$ cat src/pkg/pps_pkg.sv
// package: constants and types for the port status register block
package pps_pkg;

   localparam int NUM_PORTS  = 3;
   localparam int ADDR_W     = 4;
   localparam int DATA_W     = 8;
   localparam int SPD_W      = 3;
   localparam int ERR_W      = 8;
   localparam int PAGE_W     = 3;

   // speed encoding
   typedef enum logic [2:0] {
      PPS_S100  = 3'h0,
      PPS_S200  = 3'h1,
      PPS_S400  = 3'h2,
      PPS_S800  = 3'h3,
      PPS_S1600 = 3'h4,
      PPS_S3200 = 3'h5
   } pps_speed_t;

   localparam logic [2:0] SPD_RSV_LO  = 3'h6;
   localparam logic [2:0] SPD_MIN     = 3'h0;
   localparam logic [2:0] SPD_BILING  = 3'h2;

   // register offsets
   localparam logic [3:0] OFF_PORT_SEL  = 4'h0;
   localparam logic [3:0] OFF_PAGE_SEL  = 4'h7;
   localparam logic [3:0] OFF_SPEED     = 4'h8;
   localparam logic [3:0] OFF_FLAGS     = 4'h9;
   localparam logic [3:0] OFF_ERR_CNT   = 4'hA;
   localparam logic [3:0] OFF_CTRL      = 4'hB;
   localparam logic [3:0] OFF_VENDOR    = 4'hC;

   // flags register field positions
   localparam int FB_PLUG     = 0;
   localparam int FB_UNREL    = 1;
   localparam int FB_BETA     = 2;
   localparam int FB_LOOP     = 3;
   localparam int FB_STANDBY  = 4;
   localparam int FB_CON      = 5;
   localparam int FB_PORT_RECEIVE_OK_FLAG     = 6;

   // control register field positions
   localparam int CB_DIS      = 0;
   localparam int CB_HARD     = 1;
   localparam int CB_BONLY    = 2;

   // speed register field positions
   localparam int SB_MAX      = 0;
   localparam int SB_CAP      = 4;

   localparam logic [2:0] PAGE_PORT   = 3'h0;
   localparam logic [2:0] PAGE_VENDOR = 3'h1;

   localparam logic [7:0] ERR_SAT     = 8'hFF;
   localparam logic [7:0] ZERO_BYTE   = 8'h00;

   // connection debounce time
   localparam int DEB_MS      = 341;
   localparam int CLK_HZ      = 10_000_000;
   localparam longint DEB_CYC_L = longint'(DEB_MS) * CLK_HZ / 1000;
   localparam int DEB_CYC     = int'(DEB_CYC_L);

   // vendor page identity byte, arbitrary value
   localparam logic [7:0] VENDOR_ID_BYTE = 8'h5A;

   // clamps a requested speed to the capability
   function automatic logic [2:0] pps_clamp(input logic [2:0] req,
                                            input logic [2:0] cap);
      pps_clamp = (req > cap) ? cap : req;
   endfunction

endpackage

$ cat src/hdl/pps_port_status.sv
// per-port status and control register bank of a three-port cable phy
`timescale 1ns/100ps
module pps_port_status
   import pps_pkg::*;
#(
   parameter int NP       = pps_pkg::NUM_PORTS,
   parameter int DEB_CYCS = pps_pkg::DEB_CYC,
   parameter logic [2:0] CAP_SPEED = 3'h3
) (
   // clock and reset
   input  wire logic                       CLK_I,
   input  wire logic                       RSTN_I,
   // register port
   input  wire logic [pps_pkg::ADDR_W-1:0] ADDR_I,
   input  wire logic [pps_pkg::DATA_W-1:0] WDATA_I,
   input  wire logic                       WR_I,
   input  wire logic                       RD_I,
   output logic      [pps_pkg::DATA_W-1:0] RDATA_O,
   // remote access read of the error counter, one pulse per port
   input  wire logic [NP-1:0]              REMOTE_ERR_RD_I,
   // port state from the cable front end (asynchronous)
   input  wire logic [NP-1:0]              CONN_RAW_I,
   input  wire logic [NP-1:0]              BETA_MODE_I,
   input  wire logic [NP-1:0]              BETA_SIGNAL_OK_I,
   input  wire logic [NP-1:0]              BIAS_OK_I,
   input  wire logic [NP-1:0]              STANDBY_I,
   // port events from core logic (same clock, one-cycle pulses)
   input  wire logic [NP-1:0]              NEG_FAIL_I,
   input  wire logic [NP-1:0]              BAD_CODEWORD_I,
   input  wire logic [NP-1:0]              LOOP_BLOCK_I,
   input  wire logic                       BUS_RESET_I,
   input  wire logic [NP-1:0]              NEW_BETA_CONN_I,
   // outputs to the port logic
   output logic [NP*pps_pkg::SPD_W-1:0]    TRAIN_SPEED_O,
   output logic [NP-1:0]                   PORT_ACTIVE_EN_O,
   output logic [NP-1:0]                   TONE_EN_O,
   output logic                            VENDOR_PAGE_O
);
   import pps_pkg::*;

   // synchronised front end levels
   logic [NP-1:0] conn_s, beta_s, sig_ok_s, bias_s, stby_s;
   pps_sync #(.W(5*NP)) u_sync (
      .clk_i  (CLK_I),
      .rstn_i (RSTN_I),
      .d_i    ({CONN_RAW_I, BETA_MODE_I, BETA_SIGNAL_OK_I, BIAS_OK_I,
                STANDBY_I}),
      .q_o    ({conn_s, beta_s, sig_ok_s, bias_s, stby_s})
   );

   // per-port state
   logic [2:0]    max_spd_r  [NP];
   logic [2:0]    train_r    [NP];
   logic [7:0]    err_cnt_r  [NP];
   logic [NP-1:0] unrel_r;
   logic [NP-1:0] loop_r;
   logic [NP-1:0] dis_r;
   logic [NP-1:0] hard_r;
   logic [NP-1:0] bonly_r;
   logic [NP-1:0] con_deb;
   logic [1:0]    port_sel_r;
   logic [2:0]    page_r;
   logic [7:0]    rdata_r;
   logic [7:0]    rdata_nxt;

   // register decode
   wire        port_page  = (page_r == PAGE_PORT);
   wire        vend_page  = (page_r == PAGE_VENDOR);
   wire        wr_sel     = WR_I && (ADDR_I == OFF_PORT_SEL);
   wire        wr_page    = WR_I && (ADDR_I == OFF_PAGE_SEL);
   wire        wr_speed   = WR_I && port_page && (ADDR_I == OFF_SPEED);
   wire        wr_flags   = WR_I && port_page && (ADDR_I == OFF_FLAGS);
   wire        wr_ctrl    = WR_I && port_page && (ADDR_I == OFF_CTRL);
   wire        rd_err     = RD_I && port_page && (ADDR_I == OFF_ERR_CNT);
   wire [2:0]  wr_spd_val = WDATA_I[SB_MAX +: SPD_W];
   wire [1:0]  ps         = port_sel_r;

   genvar g;
   generate
      for (g = 0; g < NP; g++) begin : g_port
         wire sel      = (ps == 2'(g));
         wire deep     = dis_r[g] & hard_r[g];
         wire err_clr  = (rd_err & sel) | REMOTE_ERR_RD_I[g];
         wire unrel_w1 = wr_flags & sel & WDATA_I[FB_UNREL];
         wire [2:0] req = pps_clamp(wr_spd_val, CAP_SPEED);
         wire req_ok   = (wr_spd_val < SPD_RSV_LO);

         pps_debounce #(.CYC(DEB_CYCS)) u_deb (
            .clk_i    (CLK_I),
            .rstn_i   (RSTN_I),
            .raw_i    (conn_s[g] & ~deep),
            .stable_o (con_deb[g])
         );

         always_ff @(posedge CLK_I or negedge RSTN_I) begin
            if (!RSTN_I) begin
               max_spd_r[g] <= CAP_SPEED;
               train_r[g]   <= SPD_BILING;
               err_cnt_r[g] <= ZERO_BYTE;
               unrel_r[g]   <= 1'b0;
               loop_r[g]    <= 1'b0;
               dis_r[g]     <= 1'b0;
               hard_r[g]    <= 1'b0;
               bonly_r[g]   <= 1'b0;
            end else begin
               // bilingual ports ignore speed writes
               if (wr_speed && sel && bonly_r[g] && req_ok)
                  max_spd_r[g] <= (req < SPD_MIN) ? SPD_MIN : req;
               // max speed applied on a beta-only port; s400 on a new beta link of a bilingual port
               if (bonly_r[g])
                  train_r[g] <= max_spd_r[g];
               else if (NEW_BETA_CONN_I[g])
                  train_r[g] <= SPD_BILING;
               // error counter; event set wins over read clear
               if (BAD_CODEWORD_I[g])
                  err_cnt_r[g] <= err_clr ? 8'h01 :
                     (err_cnt_r[g] == ERR_SAT ? ERR_SAT :
                      err_cnt_r[g] + 8'h01);
               else if (err_clr)
                  err_cnt_r[g] <= ZERO_BYTE;
               if (NEG_FAIL_I[g])
                  unrel_r[g] <= 1'b1;
               else if (unrel_w1)
                  unrel_r[g] <= 1'b0;
               if (LOOP_BLOCK_I[g])
                  loop_r[g] <= 1'b1;
               else if (BUS_RESET_I || !con_deb[g])
                  loop_r[g] <= 1'b0;
               if (wr_ctrl && sel) begin
                  dis_r[g]   <= WDATA_I[CB_DIS];
                  hard_r[g]  <= WDATA_I[CB_HARD];
                  bonly_r[g] <= WDATA_I[CB_BONLY];
               end
            end
         end

         assign TRAIN_SPEED_O[g*SPD_W +: SPD_W] = train_r[g];
         assign PORT_ACTIVE_EN_O[g] = ~dis_r[g];
         assign TONE_EN_O[g]        = ~deep;
      end
   endgenerate

   // selected-port view
   wire       con_v   = con_deb[ps];
   wire       deep_v  = dis_r[ps] & hard_r[ps];
   wire       port_receive_ok_flag_v  = ~deep_v & (beta_s[ps] ? sig_ok_s[ps]
                                              : bias_s[ps]);
   wire       beta_v  = beta_s[ps] & con_v;
   wire [7:0] flags_v = {1'b0, port_receive_ok_flag_v, con_v, stby_s[ps],
                         loop_r[ps], beta_v, unrel_r[ps], 1'b1};
   wire [7:0] speed_v = {1'b0, CAP_SPEED, 1'b0, max_spd_r[ps]};
   wire [7:0] ctrl_v  = {5'h00, bonly_r[ps], hard_r[ps], dis_r[ps]};

   always_comb begin
      rdata_nxt = ZERO_BYTE;
      if (ADDR_I == OFF_PORT_SEL)
         rdata_nxt = {6'h00, port_sel_r};
      else if (ADDR_I == OFF_PAGE_SEL)
         rdata_nxt = {5'h00, page_r};
      else if (vend_page && ADDR_I == OFF_VENDOR)
         rdata_nxt = VENDOR_ID_BYTE;
      else if (port_page) begin
         unique case (ADDR_I)
            OFF_SPEED:   rdata_nxt = speed_v;
            OFF_FLAGS:   rdata_nxt = flags_v;
            OFF_ERR_CNT: rdata_nxt = err_cnt_r[ps];
            OFF_CTRL:    rdata_nxt = ctrl_v;
            default:     rdata_nxt = ZERO_BYTE;
         endcase
      end
   end

   always_ff @(posedge CLK_I or negedge RSTN_I) begin
      if (!RSTN_I) begin
         port_sel_r <= 2'h0;
         page_r     <= PAGE_PORT;
         rdata_r    <= ZERO_BYTE;
      end else begin
         if (wr_sel && WDATA_I[1:0] < 2'(NP))
            port_sel_r <= WDATA_I[1:0];
         if (wr_page)
            page_r <= WDATA_I[PAGE_W-1:0];
         rdata_r <= RD_I ? rdata_nxt : ZERO_BYTE;
      end
   end

   assign RDATA_O       = rdata_r;
   assign VENDOR_PAGE_O = vend_page;

   // checks
   wire err_clr0 = (rd_err && ps == 2'h0) | REMOTE_ERR_RD_I[0];
   wire err_clr1 = (rd_err && ps == 2'h1) | REMOTE_ERR_RD_I[1];
   wire rd_flags = RD_I && port_page && (ADDR_I == OFF_FLAGS);

   chk_err_saturate: assert property (
      @(posedge CLK_I) disable iff (!RSTN_I)
      err_cnt_r[1] == ERR_SAT && BAD_CODEWORD_I[1] && !err_clr1
      |=> err_cnt_r[1] == ERR_SAT)
      else $error("error counter left saturation");
   chk_err_count_up: assert property (
      @(posedge CLK_I) disable iff (!RSTN_I)
      BAD_CODEWORD_I[0] && !err_clr0 && err_cnt_r[0] != ERR_SAT
      |=> err_cnt_r[0] == $past(err_cnt_r[0]) + 8'h01)
      else $error("error counter did not count");
   chk_err_clear: assert property (
      @(posedge CLK_I) disable iff (!RSTN_I)
      err_clr0 && !BAD_CODEWORD_I[0]
      |=> err_cnt_r[0] == ZERO_BYTE)
      else $error("error counter not cleared by read");

   chk_plug_one: assert property (
      @(posedge CLK_I) disable iff (!RSTN_I)
      $past(rd_flags)
      |-> RDATA_O[FB_PLUG])
      else $error("plug present flag read as zero");
   chk_beta_discon: assert property (
      @(posedge CLK_I) disable iff (!RSTN_I)
      $past(rd_flags) && !$past(con_v)
      |-> !RDATA_O[FB_BETA])
      else $error("beta flag shown on a disconnected port");
   chk_standby_flag: assert property (
      @(posedge CLK_I) disable iff (!RSTN_I)
      $past(rd_flags)
      |-> RDATA_O[FB_STANDBY] == $past(stby_s[ps]))
      else $error("standby flag does not follow the port");
   chk_port_receive_ok_flag_beta: assert property (
      @(posedge CLK_I) disable iff (!RSTN_I)
      $past(rd_flags) && $past(beta_s[ps]) && !$past(deep_v)
      |-> RDATA_O[FB_PORT_RECEIVE_OK_FLAG] == $past(sig_ok_s[ps]))
      else $error("receive ok does not follow valid signal");
   chk_deep_port_receive_ok_flag: assert property (
      @(posedge CLK_I) disable iff (!RSTN_I)
      $past(rd_flags) && $past(deep_v)
      |-> !RDATA_O[FB_PORT_RECEIVE_OK_FLAG])
      else $error("receive ok shown while deep disabled");

   chk_speed_clamp: assert property (
      @(posedge CLK_I) disable iff (!RSTN_I)
      max_spd_r[0] <= CAP_SPEED)
      else $error("max speed above capability");
   chk_speed_ignore: assert property (
      @(posedge CLK_I) disable iff (!RSTN_I)
      wr_speed && ps == 2'h0 && !bonly_r[0]
      |=> $stable(max_spd_r[0]))
      else $error("bilingual port took a speed write");
   chk_speed_rsv: assert property (
      @(posedge CLK_I) disable iff (!RSTN_I)
      wr_speed && ps == 2'h0 && wr_spd_val >= SPD_RSV_LO
      |=> $stable(max_spd_r[0]))
      else $error("reserved speed code stored");
   chk_cap_field: assert property (
      @(posedge CLK_I) disable iff (!RSTN_I)
      $past(RD_I) && $past(ADDR_I) == OFF_SPEED && $past(port_page)
      |-> RDATA_O[SB_CAP +: SPD_W] == CAP_SPEED)
      else $error("capability field wrong");
   chk_train_follow: assert property (
      @(posedge CLK_I) disable iff (!RSTN_I)
      bonly_r[0]
      |=> train_r[0] == $past(max_spd_r[0]))
      else $error("beta-only port does not train at max speed");
   chk_bilingual_s400: assert property (
      @(posedge CLK_I) disable iff (!RSTN_I)
      !bonly_r[2] && NEW_BETA_CONN_I[2]
      |=> train_r[2] == SPD_BILING)
      else $error("bilingual port not fixed at s400");

   chk_unrel_set: assert property (
      @(posedge CLK_I) disable iff (!RSTN_I)
      NEG_FAIL_I[0]
      |=> unrel_r[0])
      else $error("unreliable bit not set");
   chk_unrel_clear: assert property (
      @(posedge CLK_I) disable iff (!RSTN_I)
      wr_flags && ps == 2'h0 && WDATA_I[FB_UNREL] && !NEG_FAIL_I[0]
      |=> !unrel_r[0])
      else $error("unreliable bit not cleared by write");
   chk_loop_set: assert property (
      @(posedge CLK_I) disable iff (!RSTN_I)
      LOOP_BLOCK_I[0]
      |=> loop_r[0])
      else $error("loop blocked bit not set");
   chk_loop_clear: assert property (
      @(posedge CLK_I) disable iff (!RSTN_I)
      BUS_RESET_I && !LOOP_BLOCK_I[0]
      |=> !loop_r[0])
      else $error("loop blocked bit survived bus reset");
   chk_loop_discon: assert property (
      @(posedge CLK_I) disable iff (!RSTN_I)
      !con_deb[0] && !LOOP_BLOCK_I[0]
      |=> !loop_r[0])
      else $error("loop blocked bit survived disconnect");

   chk_deep_tone: assert property (
      @(posedge CLK_I) disable iff (!RSTN_I)
      dis_r[0] && hard_r[0]
      |-> !TONE_EN_O[0] ##1 !con_deb[0])
      else $error("deep disabled port still tones or connects");
   chk_tone_live: assert property (
      @(posedge CLK_I) disable iff (!RSTN_I)
      !dis_r[0]
      |-> TONE_EN_O[0])
      else $error("enabled port stopped toning");
   chk_active_dis: assert property (
      @(posedge CLK_I) disable iff (!RSTN_I)
      dis_r[0]
      |-> !PORT_ACTIVE_EN_O[0])
      else $error("disabled port may become active");
   chk_page_select: assert property (
      @(posedge CLK_I) disable iff (!RSTN_I)
      wr_page
      |=> vend_page == ($past(WDATA_I[PAGE_W-1:0]) == PAGE_VENDOR))
      else $error("page select write not applied");
   chk_vendor_map: assert property (
      @(posedge CLK_I) disable iff (!RSTN_I)
      $past(RD_I) && $past(ADDR_I) == OFF_VENDOR && $past(vend_page)
      |-> RDATA_O == VENDOR_ID_BYTE)
      else $error("vendor page not mapped");
   chk_page_hide: assert property (
      @(posedge CLK_I) disable iff (!RSTN_I)
      $past(RD_I) && $past(ADDR_I) == OFF_SPEED && !$past(port_page)
      |-> RDATA_O == ZERO_BYTE)
      else $error("port page visible on another page");
endmodule // pps_port_status

$ cat src/hdl/pps_sync.sv
// two flip-flop synchroniser for a vector of levels
`timescale 1ns/100ps
module pps_sync #(
   parameter int W = 1
) (
   // clock and reset
   input  wire logic         clk_i,
   input  wire logic         rstn_i,
   // data
   input  wire logic [W-1:0] d_i,
   output logic      [W-1:0] q_o
);
   logic [W-1:0] meta_r;
   logic [W-1:0] q_r;

   always_ff @(posedge clk_i or negedge rstn_i) begin
      if (!rstn_i) begin
         meta_r <= '0;
         q_r    <= '0;
      end else begin
         meta_r <= d_i;
         q_r    <= meta_r;
      end
   end

   assign q_o = q_r;
endmodule // pps_sync

$ cat src/hdl/pps_debounce.sv
// connection debounce counter for one port
`timescale 1ns/100ps
module pps_debounce #(
   parameter int CYC = 3410000
) (
   // clock and reset
   input  wire logic clk_i,
   input  wire logic rstn_i,
   // raw and debounced level
   input  wire logic raw_i,
   output logic      stable_o
);
   logic [31:0] cnt_r;
   logic [31:0] cnt_nxt;
   logic        stable_r;
   logic        stable_nxt;
   wire         done = (cnt_r >= 32'(CYC - 1));

   assign cnt_nxt    = !raw_i ? '0 : (done ? cnt_r : cnt_r + 32'h0000_0001);
   assign stable_nxt = raw_i & done;

   always_ff @(posedge clk_i or negedge rstn_i) begin
      if (!rstn_i) begin
         cnt_r    <= '0;
         stable_r <= 1'b0;
      end else begin
         cnt_r    <= cnt_nxt;
         stable_r <= stable_nxt;
      end
   end

   assign stable_o = stable_r;
endmodule // pps_debounce

$ cat config.mk
export PLATFORM = sky130hd
export DESIGN_NAME = pps_port_status
export DESIGN_NICKNAME = d
export VERILOG_FILES = /design/src/pkg/pps_pkg.sv /design/src/hdl/pps_port_status.sv /design/src/hdl/pps_sync.sv /design/src/hdl/pps_debounce.sv
export SDC_FILE = /design/constraint.sdc
export NUM_CORES = 1
export LEC_CHECK = 0
export ABC_AREA = 1
export BUFFER_PORTS_ARGS = -buffer_cell sky130_fd_sc_hd__buf_2
export CELL_PAD_IN_SITES_DETAIL_PLACEMENT = 1
export CELL_PAD_IN_SITES_GLOBAL_PLACEMENT = 1
export CORE_MARGIN = 2
export CORE_UTILIZATION = 49
export DETAILED_ROUTE_END_ITERATION = 12
export PLACE_DENSITY_LB_ADDON = 0.2
export SYNTH_ARGS = -nofsm -noshare
export SYNTH_HDL_FRONTEND = slang
export SYNTH_HIERARCHICAL = 1
export SYNTH_SLANG_ARGS = --single-unit
$ cat constraint.sdc
create_clock -name CLK_I -period 4 [get_ports CLK_I]
set_input_delay 0.2 -clock CLK_I [delete_from_list [all_inputs] [get_ports CLK_I]]
set_output_delay 0.2 -clock CLK_I [all_outputs]
set_load 0.01 [all_outputs]
==> results of run 1 <==
==> where the power goes <==
group | internal, W | switching, W | total (W)
logic | 0.000143 | 0.000320 | 0.000463
registers | 0.00208 | 0.0000821 | 0.00217
clock network | 0.000860 | 0.000844 | 0.00170
total | 0.00309 | 0.00125 | 0.00433
==> area by class of cell <==
cell class              instances  area [sq um]
well taps                     280         350.3
repair buffers                 96         629.4
inverters                     173         649.4
flip-flops and latches        199          4991
fillers                      2760          9570
multi-input cells             990          4913
clock buffers                  19         452.9
clock inverters                13         131.4
==> synthesized netlist by cell type (4+ instances only) <==
cell and instances:
a21oi_1 27, a22o_1 5, buf_2 7, buf_4 5
buf_6 6, clkbuf_1 6, dfrtp_1 190, dfstp_2 9
ha_1 6, inv_1 148, inv_2 25, nand2_1 404
nand2_2 15, nand2_4 7, nand2_8 6, nand3_1 121
nand3_2 4, nand4_1 46, nor2_1 137, nor2_2 26
nor2_4 10, nor3_1 25, nor3_2 4, nor3b_1 10
o21ai_0 75, o21ai_1 6, o21bai_1 9, xor2_1 21
==> repair_timing <==
action,4_1_cts,5_1_grt
hold endpoints to repair,116,0
hold buffers,25,0
endpoints found under the setup margin,0,0
==> worst max path at each step <==
stage / endpoint / slack [ns]
final: RDATA_O[6] / 1.61
after global routing: RDATA_O[6] / 1.39
after CTS: RDATA_O[6] / 1.61
after detailed placement: RDATA_O[6] / 1.71
after global placement: RDATA_O[6] / 1.75
after floorplan: g_port[0].u_deb/cnt_r[19] / 2.47
==> layer usage <==
metal / part of all wire [%] / vias up / GRT usage (%) / wire [um]
li1: - / 4620 / - / -
met1: 45 / 4747 / 34.19 / 13250
met2: 51 / 125 / 46.31 / 14830
met3: 2.5 / 32 / 3.555 / 740
met4: 1.5 / 0 / 7.032 / 452
met5: 0 / - / 0 / 0
==> sequential cells by signal (all words and copies together), names as in the netlist <==
register,cells
dis_r,3
max_spd_r,9
unrel_r,3
u_sync/meta_r,15
g_port.u_deb/cnt_r,96
u_sync/q_o,15
err_cnt_r,24
page_r,3
hard_r,3
port_sel_r,2
g_port.u_deb/stable_o,3
TRAIN_SPEED_O,9
bonly_r,3
RDATA_O,8
loop_r,3
==> stage by stage <==
step | utilization, % | instances | total power, W | setup slack, ns | hold slack, ns
6_report | 55.87 | 1770 | 0.004333 | 1.608 | 0.04683
4_1_cts | 55.87 | 1770 | 0.004389 | 1.615 | 0.02875
5_1_grt | 55.87 | 1770 | 0.004523 | 1.390 | 0.05370
2_1_floorplan | - | 1392 | 0.002460 | 2.468 | -0.09559
3_3_place_gp | 52.02 | 1713 | 0.002628 | 1.754 | 0.3075
3_5_place_dp | 52.02 | 1713 | 0.002650 | 1.712 | 0.3093
==> cell families (layout without fill, tap and decap cells) <==
kind of cell,count (synthesis),count (layout),synth area share (%)
compound gates,127,127,6.449
fa+ha+maj,6,6,0.6959
simple gates,833,833,36.45
flops,199,199,46.27
xor+xnor,24,24,1.949
buf+inv,203,301,8.188
==> worst reg2reg max path: stages, from the launching register on <==
cell and delay, ns:
dfrtp_1 0.58, nor2_2 0.85, nand2_1 0.17, nand3_1 0.18
nand2_1 0.06, nand2_1 0.10, nand2_1 0.08, nand2_1 0.08
nand2_1 0.06, a21oi_2 0.17
==> flow_summary_export.csv, run 1 <==
group,metric,value,unit
floorplanning,fp.dieH,152.4,um
timing,clock.fmax,418.0,MHz
logic_synthesis,ys_top_cells_by_area,"dfrtp_1 (44%), nand2_1 (14%), nand3_1 (5.6%), inv_1 (5.1%), nor2_1 (4.8%)",
timing,relSlewSlack,35.27,%
routing,wire_per_inst,16.54,um
finish,mostFrequentLayoutCells,"nand2_1 (404), dfrtp_1 (190), inv_1 (148)",
finish,layout.cells.most_common,"nand2_1",
timing,layout_min_cycle_time,2.392,ns
min_path,worst_hold_startpoint,"BAD_CODEWORD_I[2]",
worst_setup_path,crit_path_end_kind,"flip-flop",
logic_synthesis,syn-mean-instance-area,7.750,sq um
worst_setup_path,path_depth,9,
cts,cts_buffer_depth,2,
timing,grt_setup_unrepaired,"no",
run_status,status,"finished, final reports clean",
place,post_dp_cell_area,11280,sq um
floorplanning,placeableCoreArea,21690,sq um
worst_setup_path,worstPathBufferInverterCount,0,
place,numPortBuffers,65,
worst_setup_path,setup.reg_to_reg.worst_slack,1.61,ns
worst_setup_path,startpoint,"port_sel_r[0]",
timing,final_count_of_negative_setup_slack_endpoints,0,
min_path,min_path_type,"primary input to flip-flop",
logic_synthesis,synthDistinctLibCells,44,
min_path,hold-path-cell-count,3,
worst_setup_path,worst_ep_required_time,4.36,ns
finish,antenna_cells_inserted,0,
routing,viasPerCell,5.381,
logic_synthesis,synth-seq-area-share,46.27,%
grt,grt_start_max_net_pins,108,
place,globalplace.congestion,0.8502,
timing,fin_crit_sh,59.80,%
min_path,terminating_pin_of_the_worst_hold_path,"err_cnt_r[0]",
timing,tns,0,ns
logic_synthesis,post-synth-top-area-cell,"dfrtp_1",
floorplanning,floorplan.initialDensity,49.74,%
timing,finalHoldViolations,0,
routing,drtPass1Iterations,5,
floorplanning,io_pins,71,
timing,drv_slew,0,
routing,postRouteAntennaNets,0,
pwr,powerDensity,357.5,nW/um^2
logic_synthesis,mappedNetlistNets,1445,
grt,number_of_antenna_violations_at_the_first_check_in_global_routing,0,
timing,final_clock_skew,0.01425,ns
cts,cts.reportedPaths.clkPinSlew,0.07,ns
finish,drive_above_1_share,14.50,%
logic_synthesis,synthArstFlopShare,100.0,%
worst_setup_path,critPathLaunchType,"flip-flop",
grt,grt_pass1_wl,50150,um
floorplanning,die_footprint,23220,sq um
worst_setup_path,worst_r2r_path_depth,9,
worst_setup_path,timing.critical_path.cells,"nor2_2 -> nand2_1 -> nand3_1 -> nand2_1 -> nand2_1 -> nand2_1 -> nand2_1 -> nand2_1 -> a21oi_2",
timing,worstMarginPinSlew,0.9699,ns
worst_setup_path,critical-path-top-delay-family,"simple AND/OR/NAND/NOR gates",
worst_setup_path,highest_delay_cell_along_the_critical_path,"nor2_2",
routing,detail_route.iter0.violations,335,
logic_synthesis,yosys_most_used_dff,"dfrtp_1",
grt,first_global_vias,10300,
worst_setup_path,slowest_delay,0.85,ns
routing,drc,0,
worst_setup_path,timing.critical_path.arrival,2.75,ns
cts,cts_root_buf,"clkbuf_16",
routing,totalWireLength,29280,um
logic_synthesis,yosys_register_bits,199,
cts,cts-htree-levels,4,
cts,postCtsSetupRepairBufs,0,
grt,grt_use_total,26.28,%
logic_synthesis,postSynthCellCount,1392,
job,max_cap_viol_count,0,
finish,flow.area_growth_from_synthesis,12.33,%
cts,cts.sinks,199,
routing,num_vias,9524,
logic_synthesis,yosys_warnings,6,
finish,finalNetCount,1530,
worst_setup_path,cp_max_fo,22,
cts,cts_tree,"done",
floorplanning,die_w,152.4,um
cts,number_of_buffers_inserted_during_clock_tree_synthesis,17,
floorplanning,core.rowCount,54,
worst_setup_path,timing.critical_path.mode_cell,"nand2_1",
cts,post_cts_resized,0,
pwr,p_leak,5.908,nW
grt,grt_overflow,0,
logic_synthesis,synth_edf_count,0,
finish,finalInstanceArea,12120,sq um
place,post-dp-hpwl,20530,um
logic_synthesis,syn_area,10790,sq um
cts,clock_latency_reported_for_the_late_side_of_the_worst_skew_pair,0.45,ns
logic_synthesis,synth.top_cell.area_share,44.07,%
worst_setup_path,worstReg2RegEnd,"RDATA_O[6]",
worst_setup_path,rr_startpoint,"port_sel_r[0]",
worst_setup_path,timing.setup.critical_path_class,"flip-flop to flip-flop",
pwr,max-vdd-ir-drop,0.2686,mV
(Power assumes the default switching activity.)
==> run 2, diff against run 1 <==
--- a/config.mk
+++ b/config.mk
@@ -10,7 +10,7 @@
 export CELL_PAD_IN_SITES_DETAIL_PLACEMENT = 1
 export CELL_PAD_IN_SITES_GLOBAL_PLACEMENT = 1
 export CORE_MARGIN = 2
-export CORE_UTILIZATION = 49
+export CORE_UTILIZATION = 41
 export DETAILED_ROUTE_END_ITERATION = 12
 export PLACE_DENSITY_LB_ADDON = 0.2
 export SYNTH_ARGS = -nofsm -noshare
==> constraint.sdc (replaced) <==
create_clock -name CLK_I -period 1.96 [get_ports CLK_I]
set_input_delay 0.098 -clock CLK_I [delete_from_list [all_inputs] [get_ports CLK_I]]
set_output_delay 0.098 -clock CLK_I [all_outputs]
set_load 0.01 [all_outputs]
==> flow_summary_export.csv, run 2 (same netlist as run 1, synthesis figures left out) <==
group,metric,value,unit
pwr,powerDensity,719.7,nW/um^2
min_path,terminating_pin_of_the_worst_hold_path,"err_cnt_r[21]",
cts,clock_latency_reported_for_the_late_side_of_the_worst_skew_pair,0.44,ns
worst_setup_path,worstReg2RegEnd,"g_port[0].u_deb/cnt_r[16]",
worst_setup_path,slowest_delay,0.42,ns
timing,tns,0,ns
cts,cts.sinks,199,
run_status,status,"finished, final reports clean",
place,globalplace.congestion,0.8633,
routing,totalWireLength,29000,um
worst_setup_path,critPathLaunchType,"flip-flop",
grt,grt_use_total,21.85,%
finish,antenna_cells_inserted,0,
finish,top_regs,"g_port.u_deb/cnt_r: 96 flops, err_cnt_r: 24 flops",
pwr,max-vdd-ir-drop,0.5410,mV
floorplanning,die_w,166.2,um
grt,number_of_antenna_violations_at_the_first_check_in_global_routing,0,
routing,drc,0,
routing,postRouteAntennaNets,0,
cts,number_of_buffers_inserted_during_clock_tree_synthesis,17,
pwr,p_leak,6.035,nW
cts,cts_tree,"done",
grt,grt_pass1_wl,49690,um
timing,relSlewSlack,62.38,%
place,preCtsSetupSlack,0.1040,ns
timing,worstMarginPinSlew,0.5596,ns
routing,num_vias,9415,
floorplanning,placeableCoreArea,25910,sq um
min_path,min_path_type,"primary input to flip-flop",
finish,max_flop_register,"g_port.u_deb/cnt_r",
grt,first_global_vias,9912,
worst_setup_path,worst_r2r_path_depth,12,
routing,viasPerCell,5.081,
worst_setup_path,rr_startpoint,"g_port[0].u_deb/cnt_r[0]",
job,max_cap_viol_count,0,
timing,worst_slack,0.1402,ns
floorplanning,fp.dieH,166.2,um
place,numPortBuffers,65,
min_path,worst_hold_startpoint,"REMOTE_ERR_RD_I[0]",
cts,cts_root_buf,"clkbuf_16",
worst_setup_path,timing.critical_path.cells,"ha_2 -> nand3_2 -> nand2_1 -> nand2_1 -> nand2_1 -> nand2_1 -> nand2_2 -> nand2_8 -> nand2_8 -> nand2_8 -> nand2_1 -> nand2_1",
timing,layout_min_cycle_time,1.820,ns
timing,finalHoldViolations,0,
worst_setup_path,setup.reg_to_reg.worst_slack,0.14,ns
place,post-dp-hpwl,21060,um
timing,final_clock_skew,0.01418,ns
floorplanning,core.rowCount,59,
grt,grt_start_max_net_pins,64,
floorplanning,die_footprint,27630,sq um
routing,drtPass1Iterations,4,
worst_setup_path,worst_ep_required_time,2.29,ns
worst_setup_path,highest_delay_cell_along_the_critical_path,"dfrtp_1",
worst_setup_path,cp_max_fo,15,
cts,cts_buffer_depth,2,
routing,wire_per_inst,15.65,um
worst_setup_path,timing.critical_path.arrival,2.15,ns
finish,mostFrequentLayoutCells,"nand2_1 (404), dfrtp_1 (189), inv_1 (148)",
finish,finalNetCount,1558,
timing,drv_slew,0,
finish,layout.cells.most_common,"nand2_1",
place,post_dp_cell_area,11490,sq um
grt,grt_overflow,0,
finish,flow.area_growth_from_synthesis,15.76,%
worst_setup_path,timing.setup.critical_path_class,"flip-flop to flip-flop",
finish,register_area,4992,sq um
floorplanning,io_pins,71,
finish,multiInputGateArea,4941,sq um
finish,final.fill_count,3238,
cts,cts.reportedPaths.clkPinSlew,0.08,ns
timing,fin_crit_sh,92.85,%
timing,final_count_of_negative_setup_slack_endpoints,0,
cts,cts-htree-levels,4,
finish,finalInstanceArea,12490,sq um
worst_setup_path,timing.critical_path.mode_cell,"nand2_1",
worst_setup_path,crit_path_end_kind,"flip-flop",
pwr,total_power,0.008988,W
min_path,hold-path-cell-count,4,
timing,clock.fmax,549.5,MHz
floorplanning,floorplan.initialDensity,41.63,%
finish,largest_register_ffs,96,
routing,detail_route.iter0.violations,511,
finish,drive_above_1_share,15.81,%
## run 2: layer usage
metal  wire length [um]  up-vias  track usage, %
met4                306        0           5.022
met2              14120       98           37.07
met5                  0        -               0
li1                   -     4690               -
met1              13870     4610           29.96
met3                710       17           2.860
## run 2: what timing repair did
action	4_1_cts	5_1_grt
setup endpoints to repair	0	14
endpoints found under the hold margin	112	0
buffers inserted	0	4
hold buffers	33	0
gates resized for setup	0	5
## run 2: worst max path at each step
stage	from	end	slack, ns	depth (start not counted)
2_1_floorplan	g_port[0].u_deb/cnt_r[0]	g_port[0].u_deb/cnt_r[19]	0.43	13
3_3_place_gp	g_port[0].u_deb/cnt_r[0]	g_port[0].u_deb/cnt_r[14]	0.17	12
3_5_place_dp	g_port[0].u_deb/cnt_r[0]	g_port[0].u_deb/cnt_r[16]	0.10	12
4_1_cts	g_port[0].u_deb/cnt_r[0]	g_port[0].u_deb/cnt_r[16]	0.07	12
5_1_grt	g_port[0].u_deb/cnt_r[0]	g_port[0].u_deb/cnt_r[16]	-0.007	12
6_report	g_port[0].u_deb/cnt_r[0]	g_port[0].u_deb/cnt_r[16]	0.14	12
## run 2: final cells by class
cell class                 instances  area share (%)
tap                              335           3.356
clock inverter                    15           1.473
clock buffer                      17           3.406
sequential                       199           39.98
inverter                         173           5.200
multi-input combinational        991           39.57
timing repair buffer             123           7.023
## run 2: stage by stage
| step | util, % | instances | hold WS [ns] |
|---|---|---|---|
| floorplan | - | 1392 | -0.1976 |
| global placement | 44.34 | 1783 | 0.08680 |
| detailed placement | 44.34 | 1783 | 0.08268 |
| CTS | 47.97 | 1848 | 0.02923 |
| global route | 48.20 | 1853 | 0.06594 |
| finish | 48.20 | 1853 | 0.04787 |
## run 2: critical path, delay by kind of cell (launching register included)
family                   cells  cell delay (ns)
flip-flops                   1             0.42
adder cells (fa/ha/maj)      1             0.24
AND/OR/NAND/NOR             11             1.05
## run 2: power by group
part | internal, W | leakage [nW] | switching [W]
clock | 0.00173 | 0.288 | 0.00183
combinational | 0.000343 | 3.12 | 0.000673
sequential | 0.00425 | 2.63 | 0.000157
==> run 3, diff against run 2 <==
--- a/config.mk
+++ b/config.mk
@@ -7,7 +7,7 @@
 export LEC_CHECK = 0
 export ABC_AREA = 1
 export BUFFER_PORTS_ARGS = -buffer_cell sky130_fd_sc_hd__buf_2
-export CELL_PAD_IN_SITES_DETAIL_PLACEMENT = 1
+export CELL_PAD_IN_SITES_DETAIL_PLACEMENT = 0
 export CELL_PAD_IN_SITES_GLOBAL_PLACEMENT = 1
 export CORE_MARGIN = 2
 export CORE_UTILIZATION = 41
==> flow_summary_export.csv, run 3 (same netlist as run 1, synthesis figures left out) <==
group,metric,value,unit
run_status,status,"finished, final reports clean",
floorplanning,io_pins,71,
finish,layout.cells.most_common,"nand2_1",
worst_setup_path,crit_path_end_kind,"flip-flop",
timing,tns,0,ns
place,globalplace.congestion,0.8633,
timing,drv_slew,0,
cts,clock_latency_reported_for_the_late_side_of_the_worst_skew_pair,0.45,ns
floorplanning,floorplan.initialDensity,41.63,%
pwr,power.switching,0.002703,W
worst_setup_path,worst_ep_required_time,2.30,ns
worst_setup_path,cp_max_fo,14,
place,numPortBuffers,65,
worst_setup_path,timing.setup.critical_path_class,"flip-flop to flip-flop",
job,max_cap_viol_count,0,
finish,drive_above_1_share,15.61,%
timing,final_clock_skew,0.01777,ns
worst_setup_path,critPathLaunchType,"flip-flop",
grt,grt_use_total,19.82,%
worst_setup_path,worst_r2r_path_depth,12,
finish,flow.area_growth_from_synthesis,16.23,%
timing,whs,0.02635,ns
pwr,intPower,0.006510,W
pwr,pwr-share-seq,47.8,%
timing,relSlewSlack,71.34,%
floorplanning,placeableCoreArea,25910,sq um
routing,wire_per_inst,14.24,um
cts,cts_root_buf,"clkbuf_16",
pwr,p_clk_share,41.1,%
routing,drtPass1Iterations,5,
timing,clock.fmax,560.8,MHz
grt,grt_start_max_net_pins,64,
pwr,total_power,0.009212,W
pwr,p_leak,6.084,nW
grt,first_global_vias,8882,
routing,totalWireLength,26390,um
cts,cts_tree,"done",
timing,layout_min_cycle_time,1.783,ns
timing,worst_slack,0.1768,ns
cts,cts_buffer_depth,2,
floorplanning,die_footprint,27630,sq um
grt,number_of_antenna_violations_at_the_first_check_in_global_routing,0,
finish,max_flop_register,"g_port.u_deb/cnt_r",
timing,fin_crit_sh,90.98,%
timing,grt_setup_unrepaired,"no",
cts,cts.reportedPaths.clkPinSlew,0.09,ns
pwr,power_frac_comb,11.1,%
grt,grt_pass1_wl,44740,um
finish,largest_register_ffs,96,
timing,final_count_of_negative_setup_slack_endpoints,0,
worst_setup_path,timing.critical_path.arrival,2.12,ns
pwr,powerDensity,734.7,nW/um^2
floorplanning,die_w,166.2,um
timing,finalHoldViolations,0,
routing,viasPerCell,4.903,
pwr,power.share.switching,29.34,%
finish,top_regs,"g_port.u_deb/cnt_r: 96 flops, err_cnt_r: 24 flops",
routing,drc,0,
place,post-dp-hpwl,18920,um
floorplanning,core.rowCount,59,
finish,mostFrequentLayoutCells,"nand2_1 (404), dfrtp_1 (190), inv_1 (148)",
cts,cts-htree-levels,4,
place,preCtsSetupSlack,0.1558,ns
finish,antenna_cells_inserted,0,
min_path,hold-path-cell-count,4,
cts,cts.sinks,199,
timing,worstMarginPinSlew,0.4299,ns
routing,num_vias,9086,
finish,finalNetCount,1558,
cts,number_of_buffers_inserted_during_clock_tree_synthesis,17,
routing,postRouteAntennaNets,0,
routing,detail_route.iter0.violations,638,
grt,grt_overflow,0,
min_path,min_path_type,"primary input to flip-flop",
floorplanning,fp.dieH,166.2,um
pwr,max-vdd-ir-drop,0.5393,mV
[run 3: cell count changes in the layout (fill, tap and decap cells not counted)]
cell | before | now
clkinvlp_4 | 2 | 0
ha_1 | 4 | 6
ha_2 | 2 | 0
dfrtp_2 | 1 | 0
inv_6 | 1 | 3
inv_12 | 0 | 2
bufinv_16 | 0 | 1
buf_4 | 23 | 21
clkinv_8 | 6 | 5
dfrtp_1 | 189 | 190
clkinv_4 | 2 | 0
buf_12 | 2 | 5
nand2_8 | 7 | 6
[run 3: path summary, 6_finish.rpt]
path | from | end | slack (ns)
worst max register to register | g_port[0].u_deb/cnt_r[0] | g_port[0].u_deb/cnt_r[19] | 0.18
min in group asynchronous | RSTN_I | err_cnt_r[18] | 0.14
worst min register to register | u_sync/meta_r[7] | u_sync/q_o[7] | 0.35
max in group asynchronous | RSTN_I | g_port[1].u_deb/cnt_r[10] | 1.11
worst max-delay path | g_port[0].u_deb/cnt_r[0] | g_port[0].u_deb/cnt_r[19] | 0.18
worst min-delay path | REMOTE_ERR_RD_I[0] | err_cnt_r[21] | 0.03
[run 3: layout make-up]
class                           count  area (sq um)
Multi-Input combinational cell    990          4916
Fill cell                        2581         13370
Inverter                          173         649.4
Sequential cell                   199          4991
Tap cell                          335         419.2
Clock buffer                       17         425.4
Clock inverter                     15         215.2
Timing Repair Buffer              124         922.1
[run 3: timing repair]
action | CTS | global route
buffers inserted | 0 | 5
hold endpoints to repair | 116 | 0
resized for setup | 0 | 1
endpoints found under the setup margin | 0 | 8
hold buffers | 33 | 0
[run 3: layer usage]
layer  track usage (%)  up-vias  wire [um]
li1                  -     4674          -
met5                 0        -          0
met3             3.456       19        945
met4             5.510        0        368
met1             28.58     4240      13100
met2             30.85      153      11970
[run 3: power by group through the flow]
stage / clock network (W) / registers (W) / logic (W)
2_1_floorplan: 0 / 0.00444 / 0.000580
3_3_place_gp: 0 / 0.00448 / 0.000940
3_5_place_dp: 0 / 0.00448 / 0.000949
4_1_cts: 0.00390 / 0.00440 / 0.00100
5_1_grt: 0.00408 / 0.00443 / 0.00115
6_report: 0.00379 / 0.00440 / 0.00102
[run 3: critical path: stages (launching register included)]
cell,delay [ns]
dfrtp_1,0.42
ha_1,0.26
nand3_2,0.11
nand2_1,0.05
nand2_1,0.05
nand2_1,0.06
nand2_1,0.07
nand2_2,0.06
nand2_4,0.20
nand2_8,0.11
buf_12,0.16
nand3_1,0.07
nand2_2,0.05
[run 3: per-stage QoR]
stage,util (%),instance area (sq um),std cells
6_report,48.39,12540,1853
5_1_grt,48.39,12540,1853
4_1_cts,48.09,12460,1848
3_5_place_dp,44.34,11490,1783
3_3_place_gp,44.34,11490,1783
2_1_floorplan,-,10790,1392
